==> src/core/pfc_pkg.sv <==
package pfc_pkg;

  // Register byte addresses
  localparam logic [7:0] ADDR_BANK1 = 8'h0C;
  localparam logic [7:0] ADDR_CAP   = 8'h13;
  localparam logic [7:0] ADDR_PUMP  = 8'h40;
  localparam logic [7:0] ADDR_MULLO = 8'h41;
  localparam logic [7:0] ADDR_ODDQ  = 8'h42;
  localparam logic [7:0] ADDR_BANK2 = 8'h47;

  // Field positions
  localparam int FLD_SRC_BIT   = 7;
  localparam int FLD_DIV_HI    = 6;
  localparam int FLD_ODD_BIT   = 7;
  localparam int FLD_Q_HI      = 6;
  localparam int FLD_PUMP_HI   = 4;
  localparam int FLD_PUMP_LO   = 2;
  localparam int FLD_PBHI_HI   = 1;
  localparam int FLD_FIXED_HI  = 7;
  localparam int FLD_FIXED_LO  = 5;

  // Fixed pattern in the top bits of the pump register
  localparam logic [2:0] FIXED_PATTERN = 3'h6;

  // Reset values
  localparam logic [7:0] RST_CAP     = 8'h00;
  localparam logic [2:0] RST_PUMP    = 3'h0;
  localparam logic [9:0] RST_PB      = 10'h000;
  localparam logic       RST_ODD     = 1'b0;
  localparam logic [6:0] RST_Q       = 7'h00;
  localparam logic       RST_SRC     = 1'b0;
  localparam logic [6:0] RST_BANKDIV = 7'h08;
  localparam logic [7:0] RD_UNMAPPED = 8'h00;

  // Loop arithmetic constants
  localparam logic [10:0] PB_OFFSET   = 11'h004;
  localparam logic [7:0]  Q_OFFSET    = 8'h02;
  localparam logic [11:0] P_TOTAL_MIN = 12'h008;
  localparam logic [11:0] P_TOTAL_MAX = 12'h807;

  // Fixed post-divider ratios, as terminal counts, and the programmable divider's count step
  localparam logic [0:0] DIV2_LAST = 1'h1;
  localparam logic [1:0] DIV3_LAST = 2'h2;
  localparam logic [1:0] DIV4_LAST = 2'h3;
  localparam logic [6:0] DIVN_ONE  = 7'h01;

  // Multiplier total: twice the sum of the base and four, plus the odd bit
  function automatic logic [11:0] pfc_p_total(input logic [9:0] pb,
                                              input logic       po);
    logic [10:0] sum;
    sum = {1'b0, pb} + PB_OFFSET;
    return {sum, po};
  endfunction

  // Reference divisor total: field plus two
  function automatic logic [7:0] pfc_q_total(input logic [6:0] q);
    return {1'b0, q} + Q_OFFSET;
  endfunction

endpackage

==> src/core/pfc_regs.sv <==
`timescale 1ns/1ps

module pfc_regs (
  input  wire logic        mclk_in,
  input  wire logic        reset_in,
  input  wire logic        reg_wr_in,
  input  wire logic        reg_rd_in,
  input  wire logic [7:0]  reg_addr_in,
  input  wire logic [7:0]  reg_wdata_in,
  input  wire logic        vco_tick_in,
  input  wire logic        ref_tick_in,
  output logic [7:0]       reg_rdata_out,
  output logic             reg_rvalid_out,
  output logic [9:0]       product_base_out,
  output logic             product_odd_bit_out,
  output logic [2:0]       pump_setting_out,
  output logic             pump_code_bad_out,
  output logic [6:0]       ref_divisor_out,
  output logic [11:0]      p_total_out,
  output logic [7:0]       q_total_out,
  output logic             bank1_source_select_out,
  output logic [6:0]       bank1_divisor_out,
  output logic             bank2_source_select_out,
  output logic [6:0]       bank2_divisor_out,
  output logic [7:0]       load_capacitance_code_out,
  output logic             bank1_div2_tick_out,
  output logic             bank1_div3_tick_out,
  output logic             bank1_div4_tick_out,
  output logic             bank1_divn_tick_out,
  output logic             bank2_div2_tick_out,
  output logic             bank2_div3_tick_out,
  output logic             bank2_div4_tick_out,
  output logic             bank2_divn_tick_out
);

  logic [9:0] product_base_reg;
  logic       product_odd_bit_reg;
  logic [2:0] pump_setting_reg;
  logic [6:0] ref_divisor_reg;
  logic       bank1_source_select_reg;
  logic [6:0] bank1_divisor_reg;
  logic       bank2_source_select_reg;
  logic [6:0] bank2_divisor_reg;
  logic [7:0] load_capacitance_code_reg;
  logic [11:0] p_total_reg;
  logic [7:0]  q_total_reg;
  logic        pump_code_bad_reg;
  logic [7:0]  rdata_next;

  // Write strobes per register
  logic wr_bank1;
  logic wr_cap;
  logic wr_pump;
  logic wr_mullo;
  logic wr_oddq;
  logic wr_bank2;

  assign wr_bank1 = reg_wr_in && (reg_addr_in == pfc_pkg::ADDR_BANK1);
  assign wr_cap   = reg_wr_in && (reg_addr_in == pfc_pkg::ADDR_CAP);
  assign wr_pump  = reg_wr_in && (reg_addr_in == pfc_pkg::ADDR_PUMP);
  assign wr_mullo = reg_wr_in && (reg_addr_in == pfc_pkg::ADDR_MULLO);
  assign wr_oddq  = reg_wr_in && (reg_addr_in == pfc_pkg::ADDR_ODDQ);
  assign wr_bank2 = reg_wr_in && (reg_addr_in == pfc_pkg::ADDR_BANK2);

  // Multiplier fields: pump code and base value
  always_ff @(posedge mclk_in or posedge reset_in) begin
    if (reset_in) begin
      pump_setting_reg <= pfc_pkg::RST_PUMP;
      product_base_reg <= pfc_pkg::RST_PB;
    end else begin
      if (wr_pump) begin
        pump_setting_reg <=
          reg_wdata_in[pfc_pkg::FLD_PUMP_HI:pfc_pkg::FLD_PUMP_LO];
        product_base_reg[9:8] <= reg_wdata_in[pfc_pkg::FLD_PBHI_HI:0];
      end
      if (wr_mullo) begin
        product_base_reg[7:0] <= reg_wdata_in;
      end
    end
  end

  // Odd bit and reference divisor share one register
  always_ff @(posedge mclk_in or posedge reset_in) begin
    if (reset_in) begin
      product_odd_bit_reg <= pfc_pkg::RST_ODD;
      ref_divisor_reg     <= pfc_pkg::RST_Q;
    end else if (wr_oddq) begin
      product_odd_bit_reg <= reg_wdata_in[pfc_pkg::FLD_ODD_BIT];
      ref_divisor_reg     <= reg_wdata_in[pfc_pkg::FLD_Q_HI:0];
    end
  end

  // Post-divider bank setup
  always_ff @(posedge mclk_in or posedge reset_in) begin
    if (reset_in) begin
      bank1_source_select_reg <= pfc_pkg::RST_SRC;
      bank1_divisor_reg       <= pfc_pkg::RST_BANKDIV;
      bank2_source_select_reg <= pfc_pkg::RST_SRC;
      bank2_divisor_reg       <= pfc_pkg::RST_BANKDIV;
    end else begin
      if (wr_bank1) begin
        bank1_source_select_reg <= reg_wdata_in[pfc_pkg::FLD_SRC_BIT];
        bank1_divisor_reg <= reg_wdata_in[pfc_pkg::FLD_DIV_HI:0];
      end
      if (wr_bank2) begin
        bank2_source_select_reg <= reg_wdata_in[pfc_pkg::FLD_SRC_BIT];
        bank2_divisor_reg <= reg_wdata_in[pfc_pkg::FLD_DIV_HI:0];
      end
    end
  end

  // Crystal load capacitance code
  always_ff @(posedge mclk_in or posedge reset_in) begin
    if (reset_in) begin
      load_capacitance_code_reg <= pfc_pkg::RST_CAP;
    end else if (wr_cap) begin
      load_capacitance_code_reg <= reg_wdata_in;
    end
  end

  // Reset images of the totals and the highest legal pump code
  localparam logic [11:0] P_TOTAL_RST =
    pfc_pkg::pfc_p_total(pfc_pkg::RST_PB, pfc_pkg::RST_ODD);
  localparam logic [7:0]  Q_TOTAL_RST = pfc_pkg::pfc_q_total(pfc_pkg::RST_Q);
  localparam logic [2:0]  PUMP_CODE_MAX = 3'h4;

  // Derived loop totals, one cycle behind the fields
  always_ff @(posedge mclk_in or posedge reset_in) begin
    if (reset_in) begin
      p_total_reg       <= P_TOTAL_RST;
      q_total_reg       <= Q_TOTAL_RST;
      pump_code_bad_reg <= 1'b0;
    end else begin
      p_total_reg <= pfc_pkg::pfc_p_total(product_base_reg,
                                          product_odd_bit_reg);
      q_total_reg <= pfc_pkg::pfc_q_total(ref_divisor_reg);
      pump_code_bad_reg <= (pump_setting_reg > PUMP_CODE_MAX);
    end
  end

  // Read decode; the top bits of the pump register read fixed
  always_comb begin
    rdata_next = pfc_pkg::RD_UNMAPPED;
    if (reg_addr_in == pfc_pkg::ADDR_BANK1) begin
      rdata_next = {bank1_source_select_reg, bank1_divisor_reg};
    end else if (reg_addr_in == pfc_pkg::ADDR_CAP) begin
      rdata_next = load_capacitance_code_reg;
    end else if (reg_addr_in == pfc_pkg::ADDR_PUMP) begin
      rdata_next = {pfc_pkg::FIXED_PATTERN, pump_setting_reg,
                    product_base_reg[9:8]};
    end else if (reg_addr_in == pfc_pkg::ADDR_MULLO) begin
      rdata_next = product_base_reg[7:0];
    end else if (reg_addr_in == pfc_pkg::ADDR_ODDQ) begin
      rdata_next = {product_odd_bit_reg, ref_divisor_reg};
    end else if (reg_addr_in == pfc_pkg::ADDR_BANK2) begin
      rdata_next = {bank2_source_select_reg, bank2_divisor_reg};
    end
  end

  // Read data held until the next read
  always_ff @(posedge mclk_in or posedge reset_in) begin
    if (reset_in) begin
      reg_rdata_out  <= pfc_pkg::RD_UNMAPPED;
      reg_rvalid_out <= 1'b0;
    end else begin
      reg_rvalid_out <= reg_rd_in;
      if (reg_rd_in) begin
        reg_rdata_out <= rdata_next;
      end
    end
  end

  // Field outputs come straight from their registers
  assign product_base_out          = product_base_reg;
  assign product_odd_bit_out       = product_odd_bit_reg;
  assign pump_setting_out          = pump_setting_reg;
  assign pump_code_bad_out         = pump_code_bad_reg;
  assign ref_divisor_out           = ref_divisor_reg;
  assign p_total_out               = p_total_reg;
  assign q_total_out               = q_total_reg;
  assign bank1_source_select_out   = bank1_source_select_reg;
  assign bank1_divisor_out         = bank1_divisor_reg;
  assign bank2_source_select_out   = bank2_source_select_reg;
  assign bank2_divisor_out         = bank2_divisor_reg;
  assign load_capacitance_code_out = load_capacitance_code_reg;

  // Two independent post-divider banks
  pfc_bank_div u_bank1 (
    .mclk_in         (mclk_in),
    .reset_in        (reset_in),
    .vco_tick_in     (vco_tick_in),
    .ref_tick_in     (ref_tick_in),
    .source_sel_in   (bank1_source_select_reg),
    .bank_divisor_in (bank1_divisor_reg),
    .div2_tick_out   (bank1_div2_tick_out),
    .div3_tick_out   (bank1_div3_tick_out),
    .div4_tick_out   (bank1_div4_tick_out),
    .divn_tick_out   (bank1_divn_tick_out)
  );

  pfc_bank_div u_bank2 (
    .mclk_in         (mclk_in),
    .reset_in        (reset_in),
    .vco_tick_in     (vco_tick_in),
    .ref_tick_in     (ref_tick_in),
    .source_sel_in   (bank2_source_select_reg),
    .bank_divisor_in (bank2_divisor_reg),
    .div2_tick_out   (bank2_div2_tick_out),
    .div3_tick_out   (bank2_div3_tick_out),
    .div4_tick_out   (bank2_div4_tick_out),
    .divn_tick_out   (bank2_divn_tick_out)
  );
endmodule

==> src/core/pfc_bank_div.sv <==
`timescale 1ns/1ps

module pfc_bank_div (
  input  wire logic       mclk_in,
  input  wire logic       reset_in,
  input  wire logic       vco_tick_in,
  input  wire logic       ref_tick_in,
  input  wire logic       source_sel_in,
  input  wire logic [6:0] bank_divisor_in,
  output logic            div2_tick_out,
  output logic            div3_tick_out,
  output logic            div4_tick_out,
  output logic            divn_tick_out
);

  logic       sel_tick;
  logic [0:0] cnt2_reg;
  logic [1:0] cnt3_reg;
  logic [1:0] cnt4_reg;
  logic [6:0] cntn_reg;
  logic       divn_last;

  // Source mux: one picks the VCO, zero the reference
  assign sel_tick = source_sel_in ? vco_tick_in : ref_tick_in;

  // Divisors of zero or one pass every input tick
  assign divn_last = (cntn_reg + pfc_pkg::DIVN_ONE) >= bank_divisor_in;

  // Fixed and programmable dividers run on the selected tick
  always_ff @(posedge mclk_in or posedge reset_in) begin
    if (reset_in) begin
      cnt2_reg      <= '0;
      cnt3_reg      <= '0;
      cnt4_reg      <= '0;
      cntn_reg      <= '0;
      div2_tick_out <= 1'b0;
      div3_tick_out <= 1'b0;
      div4_tick_out <= 1'b0;
      divn_tick_out <= 1'b0;
    end else begin
      div2_tick_out <= sel_tick && (cnt2_reg == pfc_pkg::DIV2_LAST);
      div3_tick_out <= sel_tick && (cnt3_reg == pfc_pkg::DIV3_LAST);
      div4_tick_out <= sel_tick && (cnt4_reg == pfc_pkg::DIV4_LAST);
      divn_tick_out <= sel_tick && divn_last;
      if (sel_tick) begin
        cnt2_reg <= cnt2_reg + 1'b1;
        cnt3_reg <= (cnt3_reg == pfc_pkg::DIV3_LAST) ? 2'h0 : cnt3_reg + 2'h1;
        cnt4_reg <= cnt4_reg + 2'h1;
        cntn_reg <= divn_last ? 7'h00 : cntn_reg + pfc_pkg::DIVN_ONE;
      end
    end
  end
endmodule

==> config.mk <==
export PLATFORM = sky130hd
export DESIGN_NAME = pfc_regs
export DESIGN_NICKNAME = d
export VERILOG_FILES = /design/src/core/pfc_pkg.sv /design/src/core/pfc_regs.sv /design/src/core/pfc_bank_div.sv
export SDC_FILE = /design/constraint.sdc
export NUM_CORES = 1
export LEC_CHECK = 0
export CAP_MARGIN = 0
export CORE_ASPECT_RATIO = 2
export CORE_MARGIN = 2
export CORE_UTILIZATION = 31
export DETAILED_ROUTE_END_ITERATION = 6
export DONT_BUFFER_PORTS = 1
export PLACE_DENSITY_LB_ADDON = 0.15
export SYNTH_ARGS = -nofsm -noshare
export SYNTH_HDL_FRONTEND = slang
export SYNTH_HIERARCHICAL = 1
export SYNTH_SLANG_ARGS = --single-unit
==> constraint.sdc <==
create_clock -name mclk_in -period 2.5 [get_ports mclk_in]
set_input_delay 0.75 -clock mclk_in [delete_from_list [all_inputs] [get_ports mclk_in]]
set_output_delay 0.75 -clock mclk_in [all_outputs]
set_load 0.05 [all_outputs]
==> reports/results.tsv <==
stage	metric	value	unit
finish	n_diodes	0	
yosys	Seq/Total Area, Yosys	50.4	%
placement	routability congestion estimate	0.780	
timing	Fmax	0.429	GHz
power_and_ir_drop	Leakage	0.00280	uW
setup_path	Crit path max-delay family	compound AO/OA/AOI/OAI gates	
route	Final ANT Viol Nets	0	
floorplanning	Core ar.	16800	sq um
power_and_ir_drop	Comb pwr share	18.6	%
timing	Fin Hold WS	342	ps
floorplanning	IO Pins	105	
timing	Final Critical Period	2330	ps
power_and_ir_drop	Clock power frac	30.7	%
setup_path	Max Fanout on Critical Path	9	
cts	Post-CTS Setup Bufs	0	
cts	clock-pin slew on the worst setup and hold paths	70	ps
floorplanning	Starting Density	31.8	%
yosys	Synthesis Warnings	6	
placement	port bufs	0	
yosys	fraction of registers with async set/reset	100	%
floorplanning	Die Y	189	um
setup_path	CP Capture Type	register	
route	met1 WL	4760	um
cts	# hold bufs at CTS	0	
route	DR pass1 iterations	4	
grt	initial antenna violation count	0	
setup_path	reg2reg setup slack	170	ps
timing	Fin Setup TNS	0	ps
setup_path	slowest CP cell	dfrtp_1	
finish	P&R area growth vs syn	15.1	%
route	initial DRC count	154	
power_and_ir_drop	Max IR drop VDD	0.000362	V
cts	CTS Buffer Depth	2	
floorplanning	DIE AREA	18300	sq um
timing	endpoints failing setup	0	
finish	fin nets	526	
yosys	Distinct cells, synth	61	
timing	Max Slew Vio Count	0	
yosys	Syn Nets	489	
setup_path	Startpoint Class	register	
setup_path	slowest stage delay, CP	400	ps
cts	clk_lat worst skew	350	ps
floorplanning	row count	67	
power_and_ir_drop	switching share of power	33.2	%
setup_path	Register-to-Register Path Depth	10	
yosys	Cell Area, Synth	5330	sq um
cts	# clock sinks	107	
run	Max-Cap Viols	0	
timing	Max-slew headroom	47.1	%
yosys	dominant cell type by area after synthesis	dfrtp_1	
grt	largest net degree at the start of global routing	39	
cts	Num CTS Buffers	9	
route	post-DR vias/cell	5.00	
setup_path	WP buf/inv	1	
cts	htree depth	3	
timing	Fin Clk Skew	11.8	ps
grt	first-pass GRT wire length	22700	um
setup_path	Worst EP required	2790	ps
timing	Worst-Margin Slew	773	ps
setup_path	Setup Crit Path Kind	register to register	
setup_path	R2R Path End	u_bank1/cntn_reg[2]$_DFFE_PP0P_	
yosys	most used flip-flop cell after synthesis	dfrtp_1	
status	outcome	finished clean	
yosys	top cells by area, synth	dfrtp_1 48%, mux2_2 10%, ha_1 4.7%	
power_and_ir_drop	Seq pwr share	50.6	%
route	Met2 Routed Length	8820	um
yosys	synthesis-stage register bit count	107	
floorplanning	Die Span X	96.7	um
route	met3 wire len	829	um
timing	RSZ-0062 raised after global routing	no	
power_and_ir_drop	cell-internal power	3110	uW
power_and_ir_drop	pwr dens	760	nW/um^2
yosys	syn avg cell area	11.9	sq um
cts	post-cts sizing count	0	
setup_path	Crit path arrival time	2620	ps
setup_path	CP cell instances	ha_1 > nand3_2 > xnor2_1 > ha_1 > a211o_1 > a21oi_4 > o31ai_4 > buf_12 > nor4b_4 > a21o_1	
finish	max FFs per register	12	
route	DR DRC count	0	
timing	fin crit share	93.3	%
route	DR top layer	met4	
cts	TritonCTS clock tree	built	
finish	layout cell share with drive strength beyond 1	30.1	%
route	Routed WL	14700	um
grt	grt total ovfl	0	
power_and_ir_drop	sw power	1540	uW
yosys	Post-Synthesis Cells	447	
route	routed wire length per instance	21.1	um
timing	Hold Fails Final Rpt	0	
setup_path	R2R Path Start	u_bank1/cntn_reg[1]$_DFFE_PP0P_	
yosys	Post-synth EDFFs	0	
cts	root buf cell	clkbuf_16	
placement	HPWL after detailed placement	11900	um
grt	vias in the first global route	3731	
route	routed vias	3483	
grt	All-Layer GR Usage	16.5	%
yosys	top cell type's share of synthesized area	48.4	%
hold_path	Hold Crit Class	primary input to async pin	
setup_path	Most common cell on crit path	ha_1	
[worst max-delay path by stage]
stage,startpoint,end,cells past startpoint,slack (ps)
2_1_floorplan,reg_addr_in[4],product_base_out[0]$_DFFE_PP0P_,4,110
3_5_place_dp,reg_addr_in[5],ref_divisor_out[1]$_DFFE_PP0P_,4,20
6_report,u_bank1/cntn_reg[1]$_DFFE_PP0P_,u_bank1/cntn_reg[2]$_DFFE_PP0P_,10,170
4_1_cts,u_bank1/cntn_reg[1]$_DFFE_PP0P_,u_bank1/cntn_reg[2]$_DFFE_PP0P_,10,160
5_1_grt,u_bank1/cntn_reg[1]$_DFFE_PP0P_,u_bank1/cntn_reg[2]$_DFFE_PP0P_,10,30
3_3_place_gp,reg_addr_in[5],product_odd_bit_out$_DFFE_PP0P_,4,80
[kinds of logic (layout without fill, tap and decap cells)]
logic type,Yosys count,after routing,synth area share (%)
simple gates,139,139,15.5
buf+inv,42,84,3.59
flops,107,107,50.4
fa+ha+maj,20,20,4.70
mux,51,51,11.2
compound gates,64,64,10.4
xor+xnor,24,24,4.23
[power by group through the flow]
stage / logic [uW] / registers (uW) / clock network [uW]
after detailed placement: 887 / 2390 / 0
after floorplan: 555 / 2420 / 0
after global placement: 867 / 2390 / 0
after CTS: 889 / 2360 / 1490
final: 868 / 2360 / 1430
after global routing: 964 / 2380 / 1540
[routing by layer]
metal / up-vias / GRT usage, %
met4: 0 / 5.80
met2: 69 / 33.5
li1: 1644 / -
met1: 1756 / 15.0
met3: 14 / 4.84
met5: - / 0
[per-stage QoR]
stage	std cells	cell area, sq um	total power, uW	utilization [%]	worst slack [ps]
2_1_floorplan	447	5330	2970	-	111
3_3_place_gp	680	5830	3260	34.8	82.8
3_5_place_dp	680	5830	3280	34.8	19.3
4_1_cts	696	6130	4740	36.6	164
5_1_grt	696	6130	4890	36.6	27.9
6_report	696	6130	4660	36.6	168
[cells in the mapped netlist, types with 3 or more instances]
master and number:
a2111oi_2 3, a211o_1 3, a21o_1 5, a21oi_1 6, a221oi_1 5, and3_1 6, buf_2 3, buf_6 3
clkbuf_1 7, dfrtp_1 103, dfstp_2 4, ha_1 20, inv_1 26, mux2_2 49, nand2_1 27, nand2b_1 20
nand3_1 7, nand3_2 4, nand4_1 3, nor2_1 22, nor2b_1 12, nor3_1 14, o21a_1 3, o21ai_0 10
o21ai_2 4, o22ai_1 3, o2bb2ai_1 3, or3_1 3, xnor2_1 13, xor2_1 9
[cells in the final DEF (no fill, tap or decap), types with 7 or more instances in the layout]
master and instances:
o21ai_0 10, nand2_1 27, ha_1 20, xnor2_1 13, mux2_2 49, nor3_1 14, nand2b_1 20, buf_4 40
nor2_1 22, inv_1 25, xor2_1 9, clkbuf_16 9, nand3_1 7, dfrtp_1 103, nor2b_1 12
[area by class of cell]
class,count,area [sq um]
Sequential cell,107,2680
Tap cell,207,259
Clock buffer,10,229
Fill cell,1699,10600
Multi-Input combinational cell,298,2450
Timing Repair Buffer,42,340
Inverter,26,101
Clock inverter,6,66.3
No activity file was read; power rests on OpenSTA's default activity.
